$ cat config.mk
export PLATFORM = sky130hd
export DESIGN_NAME = tfs_fault_status
export DESIGN_NICKNAME = d
export VERILOG_FILES = /design/src/shared/tfs_pkg.sv /design/src/shared/tfs_cmp_if.sv /design/src/hw/tfs_compare.sv /design/src/hw/tfs_fault_status.sv
export VERILOG_INCLUDE_DIRS = /design/src /design/src/shared
export SDC_FILE = /design/constraint.sdc
export NUM_CORES = 1
export LEC_CHECK = 0
export ABC_AREA = 1
export BUFFER_PORTS_ARGS = -buffer_cell sky130_fd_sc_hd__buf_4
export CORE_MARGIN = 3
export CORE_UTILIZATION = 50
export CTS_CLUSTER_SIZE = 20
export DETAILED_ROUTE_END_ITERATION = 16
export PLACE_DENSITY = 0.84
export REMOVE_ABC_BUFFERS = 1
export SLEW_MARGIN = 20
export SYNTH_ARGS = -nofsm -noshare
export SYNTH_HDL_FRONTEND = slang
export SYNTH_SLANG_ARGS = --single-unit
$ cat constraint.sdc
create_clock -name clk -period 2.4 [get_ports clk]
set_clock_uncertainty 0.2 [all_clocks]
set_input_delay 0.12 -clock clk [delete_from_list [all_inputs] [get_ports clk]]
set_output_delay 0.12 -clock clk [all_outputs]
set_load 0.02 [all_outputs]
$ cat src/shared/tfs_defs.svh
// Constants for the thermocouple fault status block.
// Assumes inclusion by bare name from package and design files.
`ifndef TFS_DEFS_SVH
`define TFS_DEFS_SVH

// ==========================================================
// Register map
`define TFS_ADDR_W 7
`define TFS_FAULT_STATUS_ADDR 7'h0F
`define TFS_FAULT_STATUS_RST 8'h00
`define TFS_RDATA_IDLE 8'h00

// ==========================================================
// Fault status bit positions
`define TFS_BIT_COLD_JUNCTION_OUT_OF_RANGE 7
`define TFS_BIT_HOT_JUNCTION_OUT_OF_RANGE 6
`define TFS_BIT_CJ_HIGH 5
`define TFS_BIT_CJ_LOW 4
`define TFS_BIT_TC_HIGH 3
`define TFS_BIT_TC_LOW 2
`define TFS_BIT_INPUT_VOLTAGE_FAULT 1
`define TFS_BIT_OPEN 0
`define TFS_MASK_W 6
`define TFS_PIN_N 2
`define TFS_PIN_INPUT_VOLTAGE_FAULT 1
`define TFS_PIN_OPEN 0
`define TFS_TEMP_FLAG_N 6

// ==========================================================
// Thermocouple type codes, bit 3 set selects voltage mode
`define TFS_TYPE_B 4'h0
`define TFS_TYPE_E 4'h1
`define TFS_TYPE_J 4'h2
`define TFS_TYPE_K 4'h3
`define TFS_TYPE_N 4'h4
`define TFS_TYPE_R 4'h5
`define TFS_TYPE_S 4'h6
`define TFS_TYPE_T 4'h7
`define TFS_TYPE_VOLT_BIT 3

// ==========================================================
// Cold-junction range limits, whole degrees
`define TFS_CJ_MIN_EJKNT 8'hC9
`define TFS_CJ_MIN_RS 8'hCE
`define TFS_CJ_MIN_B 8'h00
`define TFS_CJ_MAX 8'h7D

// ==========================================================
// Hot-junction range limits, whole degrees
`define TFS_TC_MIN_B 12'h0FA
`define TFS_TC_MAX_B 12'h71C
`define TFS_TC_MIN_E 12'hF38
`define TFS_TC_MAX_E 12'h3E8
`define TFS_TC_MIN_J 12'hF2E
`define TFS_TC_MAX_J 12'h4B0
`define TFS_TC_MIN_KNT 12'hF38
`define TFS_TC_MAX_K 12'h55C
`define TFS_TC_MAX_N 12'h514
`define TFS_TC_MIN_RS 12'hFCE
`define TFS_TC_MAX_RS 12'h6E8
`define TFS_TC_MAX_T 12'h190

// ==========================================================
// Fraction bits of results, and left shift that aligns hot-junction thresholds
`define TFS_CJ_FRAC_W 8
`define TFS_TC_FRAC_W 7
`define TFS_THR_SHIFT 3

`endif

$ cat src/shared/tfs_pkg.sv
// Types shared by the fault status block.
// Assumes tfs_defs.svh on the include path.
`include "tfs_defs.svh"

package tfs_pkg;
  typedef logic signed [15:0] tfs_cj_temp_t;
  typedef logic signed [18:0] tfs_tc_temp_t;
  typedef logic signed [7:0] tfs_cj_thr_t;
  typedef logic signed [15:0] tfs_tc_thr_t;
  typedef logic [3:0] tfs_type_t;
  typedef logic [7:0] tfs_status_t;
  typedef logic [`TFS_MASK_W-1:0] tfs_mask_t;
  typedef enum logic {TFS_MODE_COMPARATOR, TFS_MODE_INTERRUPT} tfs_mode_t;

  // Voltage mode has no linearization
  function automatic logic tfs_is_voltage(input tfs_type_t t);
    return t[`TFS_TYPE_VOLT_BIT];
  endfunction
endpackage

$ cat src/shared/tfs_cmp_if.sv
// Carrier between the status keeper and its comparator.
// Assumes tfs_pkg compiled first.
`timescale 1ns/1ps

interface tfs_cmp_if;
  import tfs_pkg::*;
  tfs_cj_temp_t cj_temp;
  tfs_tc_temp_t tc_temp;
  tfs_cj_thr_t cj_high_thr;
  tfs_cj_thr_t cj_low_thr;
  tfs_tc_thr_t tc_high_thr;
  tfs_tc_thr_t tc_low_thr;
  tfs_type_t tc_type;
  logic cold_junction_out_of_range;
  logic hot_junction_out_of_range;
  logic cj_high;
  logic cj_low;
  logic tc_high;
  logic tc_low;

  modport src (
    output cj_temp, tc_temp, cj_high_thr, cj_low_thr, tc_high_thr, tc_low_thr, tc_type,
    input cold_junction_out_of_range, hot_junction_out_of_range, cj_high, cj_low, tc_high, tc_low
  );
  modport chk (
    input cj_temp, tc_temp, cj_high_thr, cj_low_thr, tc_high_thr, tc_low_thr, tc_type,
    output cold_junction_out_of_range, hot_junction_out_of_range, cj_high, cj_low, tc_high, tc_low
  );
endinterface

$ cat src/hw/tfs_compare.sv
// Range and threshold comparator for the fault status block.
// Assumes temperatures and thresholds held stable by the caller.
`timescale 1ns/1ps
`include "tfs_defs.svh"

module tfs_compare (
  tfs_cmp_if.chk cmp
);
  import tfs_pkg::*;

  // ==========================================================
  // Range limits per type
  logic signed [7:0] cj_min;
  logic signed [11:0] tc_min;
  logic signed [11:0] tc_max;
  logic signed [15:0] cj_min_s;
  logic signed [15:0] cj_max_s;
  logic signed [18:0] tc_min_s;
  logic signed [18:0] tc_max_s;

  always_comb
  begin
    cj_min = `TFS_CJ_MIN_EJKNT;
    tc_min = `TFS_TC_MIN_KNT;
    tc_max = `TFS_TC_MAX_K;
    case (cmp.tc_type)
      `TFS_TYPE_B:
      begin
        cj_min = `TFS_CJ_MIN_B;
        tc_min = `TFS_TC_MIN_B;
        tc_max = `TFS_TC_MAX_B;
      end
      `TFS_TYPE_E:
      begin
        tc_min = `TFS_TC_MIN_E;
        tc_max = `TFS_TC_MAX_E;
      end
      `TFS_TYPE_J:
      begin
        tc_min = `TFS_TC_MIN_J;
        tc_max = `TFS_TC_MAX_J;
      end
      `TFS_TYPE_N: tc_max = `TFS_TC_MAX_N;
      `TFS_TYPE_R, `TFS_TYPE_S:
      begin
        cj_min = `TFS_CJ_MIN_RS;
        tc_min = `TFS_TC_MIN_RS;
        tc_max = `TFS_TC_MAX_RS;
      end
      `TFS_TYPE_T: tc_max = `TFS_TC_MAX_T;
      default: tc_max = `TFS_TC_MAX_K;
    endcase
  end

  // ==========================================================
  // Scale limits to conversion units
  assign cj_min_s = {cj_min, {`TFS_CJ_FRAC_W{1'b0}}};
  assign cj_max_s = {`TFS_CJ_MAX, {`TFS_CJ_FRAC_W{1'b0}}};
  assign tc_min_s = {tc_min, {`TFS_TC_FRAC_W{1'b0}}};
  assign tc_max_s = {tc_max, {`TFS_TC_FRAC_W{1'b0}}};

  // ==========================================================
  // Flag conditions
  assign cmp.cold_junction_out_of_range = (cmp.cj_temp < cj_min_s) || (cmp.cj_temp > cj_max_s);
  assign cmp.hot_junction_out_of_range = !tfs_is_voltage(cmp.tc_type)
    && ((cmp.tc_temp < tc_min_s) || (cmp.tc_temp > tc_max_s));
  assign cmp.cj_high = cmp.cj_temp > $signed({cmp.cj_high_thr, {`TFS_CJ_FRAC_W{1'b0}}});
  assign cmp.cj_low = cmp.cj_temp < $signed({cmp.cj_low_thr, {`TFS_CJ_FRAC_W{1'b0}}});
  assign cmp.tc_high = cmp.tc_temp > $signed({cmp.tc_high_thr, {`TFS_THR_SHIFT{1'b0}}});
  assign cmp.tc_low = cmp.tc_temp < $signed({cmp.tc_low_thr, {`TFS_THR_SHIFT{1'b0}}});
endmodule

$ cat src/hw/tfs_fault_status.sv
// Fault status flags and fault output of a thermocouple converter.
// Assumes conversion results and thresholds from logic on clk,
// and the analog input-voltage and open-circuit detectors on raw pins.
//
// How it works
// - Cold junction outside type range sets bit 7
// - Hot junction outside type range sets bit 6
// - Cold junction strictly above high limit sets bit 5
// - Cold junction strictly below low limit sets bit 4
// - Hot junction strictly above high limit sets bit 3
// - Hot junction strictly below low limit sets bit 2
// - Negative or over-supply input sets bit 1
// - Input fault halts conversions, detection, comparator clearing
// - Open thermocouple sets bit 0
// - Unmasked threshold, voltage, open flags drive fault low
// - Comparator mode flags follow conditions directly
// - Interrupt mode latches flags until clear written
`timescale 1ns/1ps
`include "tfs_defs.svh"

module tfs_fault_status (
  input wire logic clk,
  input wire logic reset_n,
  input wire logic clk_en,
  input wire tfs_pkg::tfs_cj_temp_t cj_temp,
  input wire logic cj_valid,
  input wire tfs_pkg::tfs_tc_temp_t tc_temp,
  input wire logic tc_valid,
  input wire tfs_pkg::tfs_cj_thr_t cj_high_thr,
  input wire tfs_pkg::tfs_cj_thr_t cj_low_thr,
  input wire tfs_pkg::tfs_tc_thr_t tc_high_thr,
  input wire tfs_pkg::tfs_tc_thr_t tc_low_thr,
  input wire tfs_pkg::tfs_type_t tc_type,
  input wire logic interrupt_mode,
  input wire logic fault_clear,
  input wire tfs_pkg::tfs_mask_t fault_mask,
  input wire logic input_voltage_fault,
  input wire logic open_circuit,
  input wire logic rd_en,
  input wire logic [`TFS_ADDR_W-1:0] rd_addr,
  output logic [7:0] rd_data,
  output logic rd_valid,
  output logic conv_halt,
  output logic fault_n
);
  import tfs_pkg::*;

  // ==========================================================
  // Pin synchronisers
  logic [`TFS_PIN_N-1:0] pin_raw;
  logic [`TFS_PIN_N-1:0] sync1_reg;
  logic [`TFS_PIN_N-1:0] sync2_reg;
  logic [`TFS_PIN_N-1:0] sync3_reg;
  logic [`TFS_PIN_N-1:0] pin_reg;
  logic [`TFS_PIN_N-1:0] pin_next;

  assign pin_raw = {input_voltage_fault, open_circuit};

  genvar gi;
  generate
    for (gi = 0; gi < `TFS_PIN_N; gi++)
    begin : g_pin
      always_comb
      begin
        pin_next[gi] = pin_reg[gi];
        if (sync2_reg[gi] == sync3_reg[gi])
        begin
          pin_next[gi] = sync3_reg[gi];
        end
      end

      always_ff @(posedge clk or negedge reset_n)
      begin
        if (!reset_n)
        begin
          sync1_reg[gi] <= 1'b0;
          sync2_reg[gi] <= 1'b0;
          sync3_reg[gi] <= 1'b0;
          pin_reg[gi] <= 1'b0;
        end
        else if (clk_en)
        begin
          sync1_reg[gi] <= pin_raw[gi];
          sync2_reg[gi] <= sync1_reg[gi];
          sync3_reg[gi] <= sync2_reg[gi];
          pin_reg[gi] <= pin_next[gi];
        end
      end
    end
  endgenerate

  // ==========================================================
  // Filtered pin conditions
  logic input_voltage_fault_cond;
  logic open_cond;

  assign input_voltage_fault_cond = pin_reg[`TFS_PIN_INPUT_VOLTAGE_FAULT];
  assign open_cond = pin_reg[`TFS_PIN_OPEN];

  // ==========================================================
  // Latched conversion results
  tfs_cmp_if cmp ();

  tfs_cj_temp_t cj_temp_reg;
  tfs_cj_temp_t cj_temp_next;
  tfs_tc_temp_t tc_temp_reg;
  tfs_tc_temp_t tc_temp_next;
  logic new_result_reg;
  logic new_result_next;

  always_comb
  begin
    cj_temp_next = cj_temp_reg;
    tc_temp_next = tc_temp_reg;
    new_result_next = 1'b0;
    if (!input_voltage_fault_cond)
    begin
      if (cj_valid)
      begin
        cj_temp_next = cj_temp;
      end
      if (tc_valid)
      begin
        tc_temp_next = tc_temp;
      end
      new_result_next = cj_valid || tc_valid;
    end
  end

  always_ff @(posedge clk or negedge reset_n)
  begin
    if (!reset_n)
    begin
      cj_temp_reg <= '0;
      tc_temp_reg <= '0;
      new_result_reg <= 1'b0;
    end
    else if (clk_en)
    begin
      cj_temp_reg <= cj_temp_next;
      tc_temp_reg <= tc_temp_next;
      new_result_reg <= new_result_next;
    end
  end

  assign cmp.cj_temp = cj_temp_reg;
  assign cmp.tc_temp = tc_temp_reg;
  assign cmp.cj_high_thr = cj_high_thr;
  assign cmp.cj_low_thr = cj_low_thr;
  assign cmp.tc_high_thr = tc_high_thr;
  assign cmp.tc_low_thr = tc_low_thr;
  assign cmp.tc_type = tc_type;

  tfs_compare u_compare (
    .cmp(cmp.chk)
  );

  // ==========================================================
  // Temperature conditions, refreshed per result
  logic [`TFS_TEMP_FLAG_N-1:0] temp_cond_reg;
  logic [`TFS_TEMP_FLAG_N-1:0] temp_cond_next;

  always_comb
  begin
    temp_cond_next = temp_cond_reg;
    if (new_result_reg && !input_voltage_fault_cond)
    begin
      temp_cond_next = {cmp.cold_junction_out_of_range, cmp.hot_junction_out_of_range, cmp.cj_high, cmp.cj_low,
        cmp.tc_high, cmp.tc_low};
    end
  end

  always_ff @(posedge clk or negedge reset_n)
  begin
    if (!reset_n)
    begin
      temp_cond_reg <= '0;
    end
    else if (clk_en)
    begin
      temp_cond_reg <= temp_cond_next;
    end
  end

  // ==========================================================
  // Fault status register
  tfs_mode_t mode;
  tfs_status_t cond;
  tfs_status_t status_reg;
  tfs_status_t status_next;
  logic fault_n_reg;
  logic fault_n_next;
  logic halt_reg;
  logic halt_next;

  assign mode = interrupt_mode ? TFS_MODE_INTERRUPT : TFS_MODE_COMPARATOR;
  assign cond = {temp_cond_reg, input_voltage_fault_cond, open_cond};

  always_comb
  begin
    status_next = status_reg;
    case (mode)
      TFS_MODE_COMPARATOR:
      begin
        if (input_voltage_fault_cond)
        begin
          status_next[`TFS_BIT_INPUT_VOLTAGE_FAULT] = 1'b1;
        end
        else
        begin
          status_next = cond;
        end
      end
      TFS_MODE_INTERRUPT:
      begin
        if (fault_clear)
        begin
          status_next = `TFS_FAULT_STATUS_RST;
        end
        if (input_voltage_fault_cond)
        begin
          status_next[`TFS_BIT_INPUT_VOLTAGE_FAULT] = 1'b1;
        end
        else
        begin
          status_next = status_next | cond;
        end
      end
      default: status_next = cond;
    endcase
  end

  always_ff @(posedge clk or negedge reset_n)
  begin
    if (!reset_n)
    begin
      status_reg <= `TFS_FAULT_STATUS_RST;
    end
    else if (clk_en)
    begin
      status_reg <= status_next;
    end
  end

  // ==========================================================
  // Fault output and conversion halt
  always_comb
  begin
    fault_n_next = !(|(status_next[`TFS_BIT_CJ_HIGH:`TFS_BIT_OPEN] & ~fault_mask));
    halt_next = input_voltage_fault_cond;
  end

  always_ff @(posedge clk or negedge reset_n)
  begin
    if (!reset_n)
    begin
      fault_n_reg <= 1'b1;
      halt_reg <= 1'b0;
    end
    else if (clk_en)
    begin
      fault_n_reg <= fault_n_next;
      halt_reg <= halt_next;
    end
  end

  assign fault_n = fault_n_reg;
  assign conv_halt = halt_reg;

  // ==========================================================
  // Register read port
  logic [7:0] rd_data_reg;
  logic [7:0] rd_data_next;
  logic rd_valid_reg;
  logic rd_valid_next;

  always_comb
  begin
    rd_data_next = rd_data_reg;
    rd_valid_next = rd_en;
    if (rd_en)
    begin
      rd_data_next = `TFS_RDATA_IDLE;
      if (rd_addr == `TFS_FAULT_STATUS_ADDR)
      begin
        rd_data_next = status_reg;
      end
    end
  end

  always_ff @(posedge clk or negedge reset_n)
  begin
    if (!reset_n)
    begin
      rd_data_reg <= `TFS_RDATA_IDLE;
      rd_valid_reg <= 1'b0;
    end
    else if (clk_en)
    begin
      rd_data_reg <= rd_data_next;
      rd_valid_reg <= rd_valid_next;
    end
  end

  assign rd_data = rd_data_reg;
  assign rd_valid = rd_valid_reg;
endmodule

* Word-level counts from Yosys, hierarchy flattened *
Index checks and enable logic that the tools add are counted.

word-level totals
  bits of input ports = 110
  output and inout bits = 11
  logic and storage cells = 74
  bits in registers = 69

cells by class
  reduce and logical (&&, ||, !) cells = 18
  order comparisons = 8
  bitwise operators = 5
  muxes and demuxes = 15
  equal/unequal tests = 10

operator list
  kind                                           number
  case mux 11 bit (6 select lines)               1
  > comparator 19 bit                            2
  less-than comparator 19 bit                    2
  case mux 12 bit (3 select lines)               1
  less-than comparator 16 bit                    2
  case mux 8 bit (2 select lines)                2
  2-to-1 mux 8 bit                               3
  == test 4 x 3 -> 1 bit, second input constant  4
  > comparator 16 bit                            1
  > comparator 16 bit, second input constant     1
  2-to-1 mux 6 bit                               2
  AND reduction 2 bit                            5
  OR 8 bit                                       1
  == test 7 x 4 -> 1 bit, second input constant  1
  AND 6 bit                                      1
  2-to-1 mux 1 bit                               6
  NOT 6 bit                                      1
  AND reduction 3 bit                            2
  OR reduction 6 bit                             1
  == test 4 x 1 -> 1 bit, second input constant  1
  == test 4 x 2 -> 1 bit, second input constant  1
  logical NOT 4 bit                              1
  logical NOT 1 bit                              3
  logical OR 1 bit                               3
  5 further kinds                                8

* Logic depth before layout (Yosys ltp) *
Gate-level depths: netlist (run 1).

  depth after elaboration = 8
  mapped depth = 17
  gate-level depth less buffers = 17

* By module *
Synthesis (run 1) repeated with hierarchy kept, for this count alone.

unflattened totals
  cells, all modules = 577
  area total of the unflattened synthesis = 4884.7 um^2

by module, submodules not included
  module            area an instance (um^2)  times used  cells each  sequential area each (um^2)
  tfs_fault_status  2841.5                   1           241         1727.9
  tfs_compare       2043.2                   1           336         0.0

* Least setup slack after synthesis (run 1) *
Ideal clock, no wire load.

  path type = input to register
  from = input port tc_type[1]
  to = register temp_cond_reg[4]
  slack = 0.592 ns
  stages = 17
  setup time = 0.116 ns
  required time = 2.084 ns
  buffers on the path = 0
  arrival = 1.492 ns
  cell sequence = inv_2 nand2_4 nand3_2 inv_1 nor2_1 inv_1 ha_1 nand2_1 inv_1 o21ai_0 a21oi_1 nor3_1 nand2_1 nand2_1 nand3_1 nand2_1 nand2_1

on the way
  word-level cells in the longest chain between the ends = 6
  elaborated cells between the ends (all ways) = 14
  those cells by class = order compare (2); eq/ne (6); mux (2); reduce/logical (4)

ends and longest elaborated chain
  what                                                                                         RTL line                 RTL
  start: declaration                                                                           tfs_fault_status.sv:33   input wire tfs_pkg::tfs_type_t tc_type,
  == test 4 x 3 -> 1 bit                                                                       tfs_compare.sv:26        case (cmp.tc_type)
  OR reduction 2 bit                                                                           tfs_compare.sv:26
  case mux 11 bit (6 select lines) / case mux 12 bit (3 select lines) (equally long branches)  tfs_compare.sv:26
  > comparator 19 bit / less-than comparator 19 bit (equally long branches)                    tfs_compare.sv:66        && ((cmp.tc_temp < tc_min_s) || (cmp.tc_temp > tc_max_s));
  logical OR 1 bit *                                                                           tfs_compare.sv:66
  logical AND 1 bit *                                                                          tfs_compare.sv:66
  end signal: assignment                                                                       tfs_fault_status.sv:181  temp_cond_reg <= temp_cond_next;
  end: declaration                                                                             tfs_fault_status.sv:160  logic [`TFS_TEMP_FLAG_N-1:0] temp_cond_reg;

Mark *: on every way between the ends. The rest lies on a longest branch, timed or not.
A chain may end at the register's enable or synchronous reset.

* Worst setup path after layout (run 1) *
  from = input port tc_type[3]
  to = register temp_cond_reg[4]

on the way
  word-level cells in the longest chain between the ends = 6
  elaborated cells between the ends (all ways) = 15
  those cells by class = order compare (2); eq/ne (6); mux (2); reduce/logical (5)

ends and longest elaborated chain
  what                                                                                         RTL line
  == test 4 x 3 -> 1 bit                                                                       tfs_compare.sv:26
  OR reduction 2 bit                                                                           tfs_compare.sv:26
  case mux 11 bit (6 select lines) / case mux 12 bit (3 select lines) (equally long branches)  tfs_compare.sv:26
  > comparator 19 bit / less-than comparator 19 bit (equally long branches)                    tfs_compare.sv:66
  logical OR 1 bit                                                                             tfs_compare.sv:66
  logical AND 1 bit *                                                                          tfs_compare.sv:66

Marks and branches as above.

==> impl_results.md, run 1 <==
- Total Routed Length: about 12 mm
- Count of input and output buffers: 120
- Placed cell count: between 700 and 800
- Clock sink total: 69
- Die Wd: a little over 100 um
- IO Pins: 121
- Cell Rows: 34
- Root buffer cell: clkbuf_8
- Pwr/cell area: about 600 mW/mm^2
- Startpoint Class: input pin
- Clk network pwr share: 0.278
- Hold Path Class: input pin to flop
- DR vias: 4427
- Vias in the first global route: 4500
- Internal: about 2.6 mW
- Max Slew Vio Count: 0
- DP HPWL: ~9 mm
- Tightest Pin Transition: 875.9 ps
- Seq/Total Area, Yosys: 0.3663
- Largest net degree at the start of global routing: 70
- Routed wire per std cell: between 10 and 15 um
- Final hold vios: 0
- DRC violations left: 0
- Yosys top cell by area: dfrtp_1
- Setup ws final: around 84 ps
- Clk_lat worst skew: ~340 ps
- Ys flop type: dfrtp_1
- Max_slew headroom: 0.4161
- Post-synthesis cell type count: between 40 and 50
- CTS tree: done
- Chip height: between 100 and 150 um
- Worst vdd ir: ~360 uV
- FFs w/ async S/R, synth: 1.000
- Drt first-iter violations: ~150
- Ant diodes: 0
- Post-Layout Cell Count: 848
- WS Path Type: input pin to flop
- Power share of the combinational group: 0.323
- Area Overhead vs Synth: 37.40%
- First-pass GRT wire length: approximately 20 mm
- Fillers: 650
- Setup violators final: 0
- Initial Util: 0.5280
- Yosys warns: 0
- Core ar.: around 0.0089 mm^2
- Number of synthesized flops with an enable pin: 0
- GP Congestion: 0.8720
- CP required: 2430 ps
- Reg area: approximately 0.0017 mm^2
- Psw: between 1 and 1.5 mW
- Max Clk Rate: 431.7 MHz
- Syn avg cell area: roughly 8.4 um^2
- Max reg flops: 19
- Worst R2R Path Depth: 8
- Pre-CTS setup slack: 261.4 ps
- Period utilisation layout: 0.9651
- Area of the multi-input gates: 0.002631 mm^2
- Nets@finish: 914
- Power, Total: 3.916 mW
- Max cap viols: 0
- Total CTS buffers: 9
- Longest Clk Path Bufs: 2
- DRT Pass-1 Iters: 4
- Avg Vias per Cell: 5.221
- Seq pwr share: 0.398
- Die footprint: roughly 0.011 mm^2
- Worst-path clk slew: about 70 ps
- CTS HTree Levels: 3
- P_leak: 3.502 nW
- Yosys top cell area share: 0.3607
- Synth top area cells: dfrtp_1 (36%), ha_1 (18%), nand2_1 (8.6%), inv_1 (7.3%), a21oi_1 (4.4%)
- GR Overflow Total: 0
- Initial antenna violation count: 0
- Net Sw Frac: 0.3315
- Post-route ant nets: 0
- Synth Register Bits: roughly 70
- Crit path DAT: ~2400 ps
- GRT Util Overall: 0.2346
- Synthesized cell area: approximately 0.0047 mm^2
- Hold Path Stages: 3
- Status: completed
- CP Capture Type: flop
- Min cycle time layout: roughly 2300 ps
- Critical path peak fanout: 4
- Syn Inst Count: 562
- Layout cells sized above 1: 0.2432
==> cells in the final DEF, fill, tap and decap left out, types with 2 or more instances in the layout <==
cell type	count
nor2_4	2
clkbuf_8	10
mux2_1	10
dlygate4sd3_1	46
a21o_1	3
bufinv_16	2
nand3b_1	2
buf_4	123
a21boi_0	4
inv_6	2
o31ai_1	8
nand4_1	8
inv_1	91
o21ai_1	2
a211oi_1	3
nor2_2	3
nor2_1	41
a21oi_1	40
ha_1	68
nand2_4	3
dfrtp_1	68
nor3_1	5
nand2_1	107
o21ai_0	16
o211ai_1	4
o22ai_1	7
mux2_2	16
nand2_2	2
inv_2	8
nand3_1	16
==> repair_timing <==
| item | CTS | global route |
|---|---|---|
| endpoints found under the hold margin | 116 | 0 |
| setup endpoints to repair | 0 | 1 |
| resized for setup | 0 | 11 |
| hold buffers | 46 | 0 |
| buffers inserted | 0 | 3 |
==> metrics by stage <==
step             util  setup TNS (ps)  hold WS (ps)  instance area [um^2]
2_1_floorplan       -               0        -375.6                  4687
3_3_place_gp   0.6406               0         87.21                  5723
3_5_place_dp   0.6406               0         94.81                  5723
4_1_cts        0.7181               0         18.63                  6415
5_1_grt        0.7255          -33.14         45.00                  6481
6_report       0.7255               0         33.98                  6481
==> cell families after synthesis <==
group / after synthesis / synth area share
XOR/XNOR: 1 / 0.001857
adder cells (fa/ha/maj): 69 / 0.1830
AND/OR/NAND/NOR: 195 / 0.1812
multiplexers: 26 / 0.06207
flip-flops: 69 / 0.3663
AO/OA/AOI/OAI: 96 / 0.1204
buffers and inverters: 106 / 0.08514
==> power groups by stage <==
stage	registers (mW)	clock network (mW)	logic [mW]
after floorplan	1.53	0	0.776
after global placement	1.57	0	1.11
after detailed placement	1.58	0	1.18
after CTS	1.56	1.12	1.25
after global routing	1.59	1.17	1.45
final	1.56	1.09	1.27
==> worst paths after layout <==
path / from / endpoint / slack (ps)
worst max register to register: halt_next / fault_n / 280
min in group asynchronous: reset_n / rd_data[1] / 230
worst min-delay path: cj_valid / new_result_reg / 30
worst min register to register: sync3_reg[0] / sync3_reg[0] / 280
max in group asynchronous: reset_n / cmp.tc_temp[8] / 1200
worst max-delay path: tc_type[3] / temp_cond_reg[4] / 80
==> critical path, stage by stage <==
cell	delay, ps
dlygate4sd3_1	530
buf_4	170
nor2_4	140
buf_4	130
nor2_1	60
a211oi_1	270
ha_1	300
nand2_1	120
nor2_2	50
o21ai_0	80
nand3_1	100
nand3_1	100
nand3_1	70
nand2_1	60
nand2_1	50
==> synthesized netlist by cell type (2+ instances only) <==
cell	number
a21boi_0	4
nand2_1	108
nand4_1	8
inv_2	7
ha_1	69
mux2_2	16
a211oi_1	3
a21oi_1	41
inv_1	92
nand3_1	16
o22ai_1	7
dfrtp_1	68
o211ai_1	4
o31ai_1	8
nor3_1	6
nand3b_1	2
a21o_1	3
nand2_4	3
clkbuf_1	4
o21ai_0	17
nor2_1	44
mux2_1	10
buf_2	3
==> routing by layer <==
layer	up-vias	share of wire	GRT usage
li1	2220	-	-
met1	2070	0.42	0.2908
met2	122	0.51	0.4179
met3	15	0.054	0.04195
met4	0	0.014	0.06574
met5	-	0	0
==> layout make-up <==
cell class	instances	share of cell area
Clock buffer	10	0.02124
Timing Repair Buffer	169	0.2135
Tap cell	108	0.02085
Sequential cell	69	0.2666
Multi-Input combinational cell	387	0.4060
Clock inverter	6	0.01448
Inverter	99	0.05734
No activity file was read; power rests on OpenSTA's default activity.
==> inputs of run 2 (changes only) <==
--- a/config.mk
+++ b/config.mk
@@ -6,7 +6,7 @@
 export SDC_FILE = /design/constraint.sdc
 export NUM_CORES = 1
 export LEC_CHECK = 0
-export ABC_AREA = 1
+export ABC_AREA = 0
 export BUFFER_PORTS_ARGS = -buffer_cell sky130_fd_sc_hd__buf_4
 export CORE_MARGIN = 3
 export CORE_UTILIZATION = 50
==> run 2 against run 1 <==
Net effect:
- global-route usage grew 1.2 points
- non-clock buffer count grew 8
- clock power hardly changed
- worst hold slack got worse by 21 ps
- clock-buffer cell count is 1 lower
- area after synthesis up 0.13%
- die area up 0.13%
- final cell count down 11%
==> impl_results.md, run 2 <==
- Total Routed Length: 12.98 mm (was 12.09 mm)
- CTS HTree Levels: 3 (unchanged)
- Net Sw Frac: 0.3644 (was 0.3315)
- Worst R2R Path Depth: 7 (was 8)
- GR Overflow Total: 0 (unchanged)
- Cell Rows: 34 (unchanged)
- Slowest stage delay, CP: 570 ps (was 530 ps)
- Yosys top cell area share: 0.3603 (was 0.3607)
- Number of synthesized flops with an enable pin: 0 (unchanged)
- Cells along the critical path: buf_4, nor2_1, a21oi_2, a21oi_1, o22ai_1, dlygate4sd3_1, o32ai_1 (was dlygate4sd3_1, buf_4, nor2_4, buf_4, nor2_1, a211oi_1, ha_1, nand2_1, nor2_2, o21ai_0, nand3_1, nand3_1, nand3_1, nand2_1, nand2_1)
- R2r endpoint: fault_n (unchanged)
- Total CTS buffers: 9 (unchanged)
- Drt first-iter violations: 131 (was 149)
- Count of input and output buffers: 120 (unchanged)
- Chip height: 103.2 um (was 103.1 um)
- Crit path capture: fault_n (was temp_cond_reg[4])
- Hold Path Stages: 3 (unchanged)
- Initial antenna violation count: 0 (unchanged)
- DR vias: 4302 (was 4427)
- GP Congestion: 0.8208 (was 0.8720)
- Max reg flops: 19 (unchanged)
- Final core utilization: 0.7283 (was 0.7255)
- Crit path DAT: 2370 ps (was 2350 ps)
- Synthesized cell area: 0.004723 mm^2 (was 0.004717 mm^2)
- Setup violators final: 0 (unchanged)
- Post-synthesis cell type count: 58 (was 42)
- Final hold slack: 12.52 ps (was 33.98 ps)
- CP Capture Type: flop (unchanged)
- Synth top area cells: dfrtp_1 (36%), ha_1 (18%), mux2_2 (5.7%), inv_1 (4.7%), mux2_1 (4.5%) (was dfrtp_1 (36%), ha_1 (18%), nand2_1 (8.6%), inv_1 (7.3%), a21oi_1 (4.4%))
- Die footprint: 0.01065 mm^2 (was 0.01064 mm^2)
- CTS tree: done (unchanged)
- Root buffer cell: clkbuf_8 (unchanged)
- Initial Util: 0.5287 (was 0.5280)
- Seq/Total Area, Yosys: 0.3658 (was 0.3663)
- Post CTS Setup Buffer Count: 0 (unchanged)
- Vias in the first global route: 4522 (was 4500)
- Syn avg cell area: 10.05 um^2 (was 8.393 um^2)
- Max Slew Vio Count: 0 (unchanged)
- Synth Register Bits: 69 (unchanged)
- Clk_lat worst skew: 350 ps (was 340 ps)
- WS Path Type: flop to flop (was input pin to flop)
- Largest net degree at the start of global routing: 70 (unchanged)
- Yosys top cell by area: dfrtp_1 (unchanged)
- Critical Path Start: halt_next (was tc_type[3])
- Core ar.: 0.008934 mm^2 (unchanged)
- Ant diodes: 0 (unchanged)
- Syn Inst Count: 470 (was 562)
- Most common cell after layout, fill and taps aside: buf_4 (unchanged)
- Synth top cells by count: ha_1 (69), dfrtp_1 (68), inv_1 (59) (was nand2_1 (108), inv_1 (92), ha_1 (69))
- DRC violations left: 0 (unchanged)
- Status: completed (unchanged)
- Tightest Pin Transition: 899.8 ps (was 875.9 ps)
- Clk network pwr share: 0.231 (was 0.278)
- Yosys warns: 0 (unchanged)
- DRT Pass-1 Iters: 5 (was 4)
- Worst path slowest cell: dlygate4sd3_1 (unchanged)
- Setup TNS: 0 ps (unchanged)
- Critical path peak fanout: 11 (was 4)
- Most frequent cells in the layout: buf_4 (126), ha_1 (68), dfrtp_1 (68) (was buf_4 (123), nand2_1 (107), inv_1 (91))
- Power share of the combinational group: 0.374 (was 0.323)
- Pwr/cell area: 748.7 mW/mm^2 (was 604.1 mW/mm^2)
- Post-route ant nets: 0 (unchanged)
- Max_slew headroom: 0.4001 (was 0.4161)
- Routed wire per std cell: 17.14 um (was 14.25 um)
- Power, Total: 4.871 mW (was 3.916 mW)
- Most frequent cell after synthesis: ha_1 (was nand2_1)
- Final hold vios: 0 (unchanged)
- Nets@finish: 823 (was 914)
- GRT Util Overall: 0.2469 (was 0.2346)
- IO Pins: 121 (unchanged)
- Worst-path clk slew: 90 ps (was 70 ps)
- Max cap viols: 0 (unchanged)
- Hold Path Class: input pin to flop (unchanged)
- CP required: 2470 ps (was 2430 ps)
- Internal: 3.096 mW (was 2.617 mW)
- P_leak: 3.262 nW (was 3.502 nW)
- Min cycle time layout: 2304 ps (was 2316 ps)
- First-pass GRT wire length: 20.46 mm (was 19.84 mm)
- Layout cells sized above 1: 0.2727 (was 0.2432)
- Reg2Reg Setup Slack: 100 ps (was 280 ps)
- Ys flop type: dfrtp_1 (unchanged)
- Period utilisation layout: 0.9601 (was 0.9651)
- Avg Vias per Cell: 5.683 (was 5.221)
- Clock sink total: 69 (unchanged)
- Critical R2R Launch: halt_next (unchanged)
- Die Wd: 103.2 um (was 103.1 um)
- Psw: 1.775 mW (was 1.298 mW)
- Max Clk Rate: 434.0 MHz (was 431.7 MHz)
- Worst vdd ir: 453.7 uV (was 359.6 uV)
- Area Overhead vs Synth: 37.75% (was 37.40%)
- FFs w/ async S/R, synth: 1.000 (unchanged)
- DP HPWL: 9.312 mm (was 9.028 mm)
- Longest Clk Path Bufs: 2 (unchanged)
- Seq pwr share: 0.395 (was 0.398)
- Startpoint Class: flop (was input pin)
[run 2: per-layer routing]
| metal | global-route usage | vias to the layer above | part of all wire |
|---|---|---|---|
| met3 | 0.03018 | 47 | 0.046 |
| met2 | 0.4346 | 155 | 0.51 |
| li1 | - | 2063 | - |
| met5 | 0 | - | 0 |
| met4 | 0.1255 | 0 | 0.038 |
| met1 | 0.2961 | 2037 | 0.40 |
[run 2: what timing repair did]
action                     4_1_cts  5_1_grt
hold endpoints to repair       111        0
resized for setup                0        6
hold buffers                    50        0
setup endpoints to repair        0        3
[run 2: cell type report]
cell class,instances,area (um^2)
Tap cell,108,135.1
Inverter,59,221.5
Fill cell,648,2427
Timing Repair Buffer,177,1458
Clock inverter,7,103.9
Sequential cell,69,1728
Clock buffer,9,123.9
Multi-Input combinational cell,328,2736
[run 2: cell families (layout without fill, tap and decap cells)]
logic type               count (synthesis)  in the layout  share of synthesized area
AND/OR/NAND/NOR                        114            114                     0.1370
AO/OA/AOI/OAI                          100            100                     0.1449
buffers and inverters                   73            252                    0.06172
adder cells (fa/ha/maj)                 69             69                     0.1828
flip-flops                              69             69                     0.3658
multiplexers                            43             43                     0.1025
XOR/XNOR                                 2              2                   0.005299
[run 2: critical path: cells and delay by family, from the launching register on]
| kind | cells | cell delay [ps] |
|---|---|---|
| compound gates | 4 | 730 |
| buf+inv | 2 | 740 |
| flops | 1 | 380 |
| simple gates | 1 | 150 |
[run 2: power groups by stage]
stage	clock [mW]	sequential (mW)	combinational [mW]
6_report	1.12	1.92	1.82
3_5_place_dp	0	1.93	1.68
3_3_place_gp	0	1.90	1.56
2_1_floorplan	0	1.79	1.14
4_1_cts	1.14	1.90	1.79
5_1_grt	1.19	1.97	2.05
[run 2: worst min-delay path by stage]
stage / from / to / slack (ps)
4_1_cts: rd_en / rd_valid / 20
3_5_place_dp: reset_n / cmp.tc_temp[10] / 100
6_report: rd_en / rd_valid / 10
5_1_grt: tc_valid / new_result_reg / 50
3_3_place_gp: reset_n / cmp.tc_temp[10] / 90
2_1_floorplan: reset_n / cj_temp_reg[0] / -380
[run 2: metrics by stage]
stage               area (um^2)  setup slack, ps  instances
floorplan                  4653            199.5        456
CTS                        6470            12.45        757
global route               6506           -2.707        757
finish                     6506            95.73        757
detailed placement         5742            123.1        691
global placement           5742            188.3        691
==> inputs of run 3 (changes only) <==
--- a/config.mk
+++ b/config.mk
@@ -9,10 +9,10 @@
 export ABC_AREA = 0
 export BUFFER_PORTS_ARGS = -buffer_cell sky130_fd_sc_hd__buf_4
 export CORE_MARGIN = 3
-export CORE_UTILIZATION = 50
+export CORE_UTILIZATION = 54
 export CTS_CLUSTER_SIZE = 20
 export DETAILED_ROUTE_END_ITERATION = 16
-export PLACE_DENSITY = 0.84
+export PLACE_DENSITY = 0.89
 export REMOVE_ABC_BUFFERS = 1
 export SLEW_MARGIN = 20
 export SYNTH_ARGS = -nofsm -noshare
==> run 3 against run 2 <==
Net effect:
- sequential power is essentially flat
- non-clock buffer count is the same
- worst hold slack lost 3.0 ps
- die area shrank 7.0%
- cell area is essentially flat
- fmax shrank 2.7%
- register-to-register slack gained 60 ps
==> impl_results.md, run 3 (synthesis gave the netlist of run 2 again) <==
- Area of the multi-input gates: 0.002728 mm^2 (was 0.002736 mm^2)
- Chip height: 99.53 um (was 103.2 um)
- Vias in the first global route: 4611 (was 4522)
- Crit path DAT: 2470 ps (was 2370 ps)
- Hold Startpoint: rd_en (unchanged)
- First-pass GRT wire length: 21.31 mm (was 20.46 mm)
- Worst-case hold path end point: rd_valid (unchanged)
- GRT Util Overall: 0.2709 (was 0.2469)
- DP HPWL: 9.340 mm (was 9.312 mm)
- Clk network pwr share: 0.247 (was 0.231)
- Fillers: 545 (was 648)
- Clk_lat worst skew: 370 ps (was 350 ps)
- R2r endpoint: fault_n (unchanged)
- Startpoint Class: input pin (was flop)
- Critical R2R Launch: halt_next (unchanged)
- CP required: 2500 ps (was 2470 ps)
- Min cycle time layout: 2367 ps (was 2304 ps)
- Die footprint: 0.009905 mm^2 (was 0.01065 mm^2)
- Max Clk Rate: 422.5 MHz (was 434.0 MHz)
- Setup TNS: 0 ps (unchanged)
- Total Routed Length: 13.32 mm (was 12.98 mm)
- Longest Clk Path Bufs: 2 (unchanged)
- Initial antenna violation count: 0 (unchanged)
- Final hold slack: 9.546 ps (was 12.52 ps)
- Drt first-iter violations: 178 (was 131)
- Avg Vias per Cell: 5.779 (was 5.683)
- Routed wire per std cell: 17.66 um (was 17.14 um)
- Reg area: 0.001728 mm^2 (unchanged)
- Final core utilization: 0.7808 (was 0.7283)
- Nets@finish: 823 (unchanged)
- Most common cell after layout, fill and taps aside: buf_4 (unchanged)
- Reg2Reg Setup Slack: 160 ps (was 100 ps)
- Seq pwr share: 0.383 (was 0.395)
- Power share of the combinational group: 0.370 (was 0.374)
- Max cap viols: 0 (unchanged)
- Root buffer cell: clkbuf_8 (unchanged)
- Internal: 3.199 mW (was 3.096 mW)
- Hold Path Stages: 3 (unchanged)
- Total CTS buffers: 9 (unchanged)
- Most frequent cells in the layout: buf_4 (128), ha_1 (69), dfrtp_1 (68) (was buf_4 (126), ha_1 (68), dfrtp_1 (68))
- DR vias: 4357 (was 4302)
- DRC violations left: 0 (unchanged)
- Power, Total: 4.994 mW (was 4.871 mW)
- Worst vdd ir: 465.0 uV (was 453.7 uV)
- Core ar.: 0.008341 mm^2 (was 0.008934 mm^2)
- Die Wd: 99.53 um (was 103.2 um)
- IO Pins: 121 (unchanged)
- CTS tree: done (unchanged)
- Max_slew headroom: 0.4099 (was 0.4001)
- Final hold vios: 0 (unchanged)
- P_leak: 3.275 nW (was 3.262 nW)
- Hold Path Class: input pin to flop (unchanged)
- Max reg flops: 19 (unchanged)
- Psw: 1.795 mW (was 1.775 mW)
- Initial Util: 0.5663 (was 0.5287)
- WS Path Type: input pin to flop (was flop to flop)
- Max Slew Vio Count: 0 (unchanged)
- Ant diodes: 0 (unchanged)
- Cell Rows: 33 (was 34)
- Pwr/cell area: 766.9 mW/mm^2 (was 748.7 mW/mm^2)
- Net Sw Frac: 0.3595 (was 0.3644)
- GP Congestion: 0.8201 (was 0.8208)
- Setup violators final: 0 (unchanged)
- Clock sink total: 69 (unchanged)
- Tightest Pin Transition: 885.2 ps (was 899.8 ps)
- Period utilisation layout: 0.9863 (was 0.9601)
- CP Capture Type: flop (unchanged)
- GR Overflow Total: 0 (unchanged)
- Count of input and output buffers: 120 (unchanged)
- CTS HTree Levels: 3 (unchanged)
- DRT Pass-1 Iters: 4 (was 5)
- Critical path peak fanout: 10 (was 11)
- Worst-path clk slew: 90 ps (about the same)
- Status: completed (unchanged)
- Area Overhead vs Synth: 37.88% (was 37.75%)
- Layout cells sized above 1: 0.2743 (was 0.2727)
- Largest net degree at the start of global routing: 70 (unchanged)
- Post-route ant nets: 0 (unchanged)
- Worst R2R Path Depth: 7 (unchanged)
## run 3: how the worst max path moves through the flow
stage               start          endpoint  slack (ps)
6_report       tc_type[3]  temp_cond_reg[4]          30
2_1_floorplan   halt_next    cmp.tc_temp[0]         200
5_1_grt        tc_type[3]  temp_cond_reg[4]         -30
3_3_place_gp   tc_type[0]  temp_cond_reg[4]         150
4_1_cts        tc_type[3]  temp_cond_reg[4]          50
3_5_place_dp   tc_type[0]  temp_cond_reg[5]          60
## run 3: area by class of cell
class                      count  area share
multi-input combinational    328      0.4188
sequential                    69      0.2653
timing repair buffer         177      0.2231
inverter                      59     0.03401
tap                          105     0.02017
clock inverter                 7     0.01960
clock buffer                   9     0.01902
## run 3: repair_timing
action                                  4_1_cts  5_1_grt
buffers inserted                              0        2
gates resized for setup                       0        5
endpoints found under the setup margin        0        2
hold buffers                                 48        0
hold endpoints to repair                    108        0
## run 3: stage by stage
stage / worst slack [ps] / instance area (um^2) / instances
floorplan: 199.5 / 4653 / 456
global placement: 146.2 / 5738 / 688
detailed placement: 58.49 / 5738 / 688
CTS: 46.68 / 6470 / 752
global route: -29.75 / 6513 / 754
finish: 32.89 / 6513 / 754
## run 3: per-layer routing
layer / global-route usage / vias to the layer above / wire [um]
met4: 0.1429 / 0 / 515
met1: 0.3216 / 2092 / 5263
met3: 0.04208 / 41 / 828
met2: 0.4711 / 172 / 6712
li1: - / 2052 / -
met5: 0 / - / 0
## run 3: power by group through the flow
stage	Combinational, mW	Clock [mW]	Sequential (mW)
CTS	1.80	1.24	1.90
global route	2.06	1.30	1.96
floorplan	1.14	0	1.79
global placement	1.57	0	1.89
detailed placement	1.69	0	1.92
finish	1.85	1.23	1.91
## run 3: worst max-delay path: stages
cell and delay [ps]:
dlygate4sd3_1 540, buf_6 140, nor4_2 40, buf_4 150
ha_1 330, nand4_1 170, nor4_2 350, o41ai_2 150
a2111o_1 390, nand3_1 80
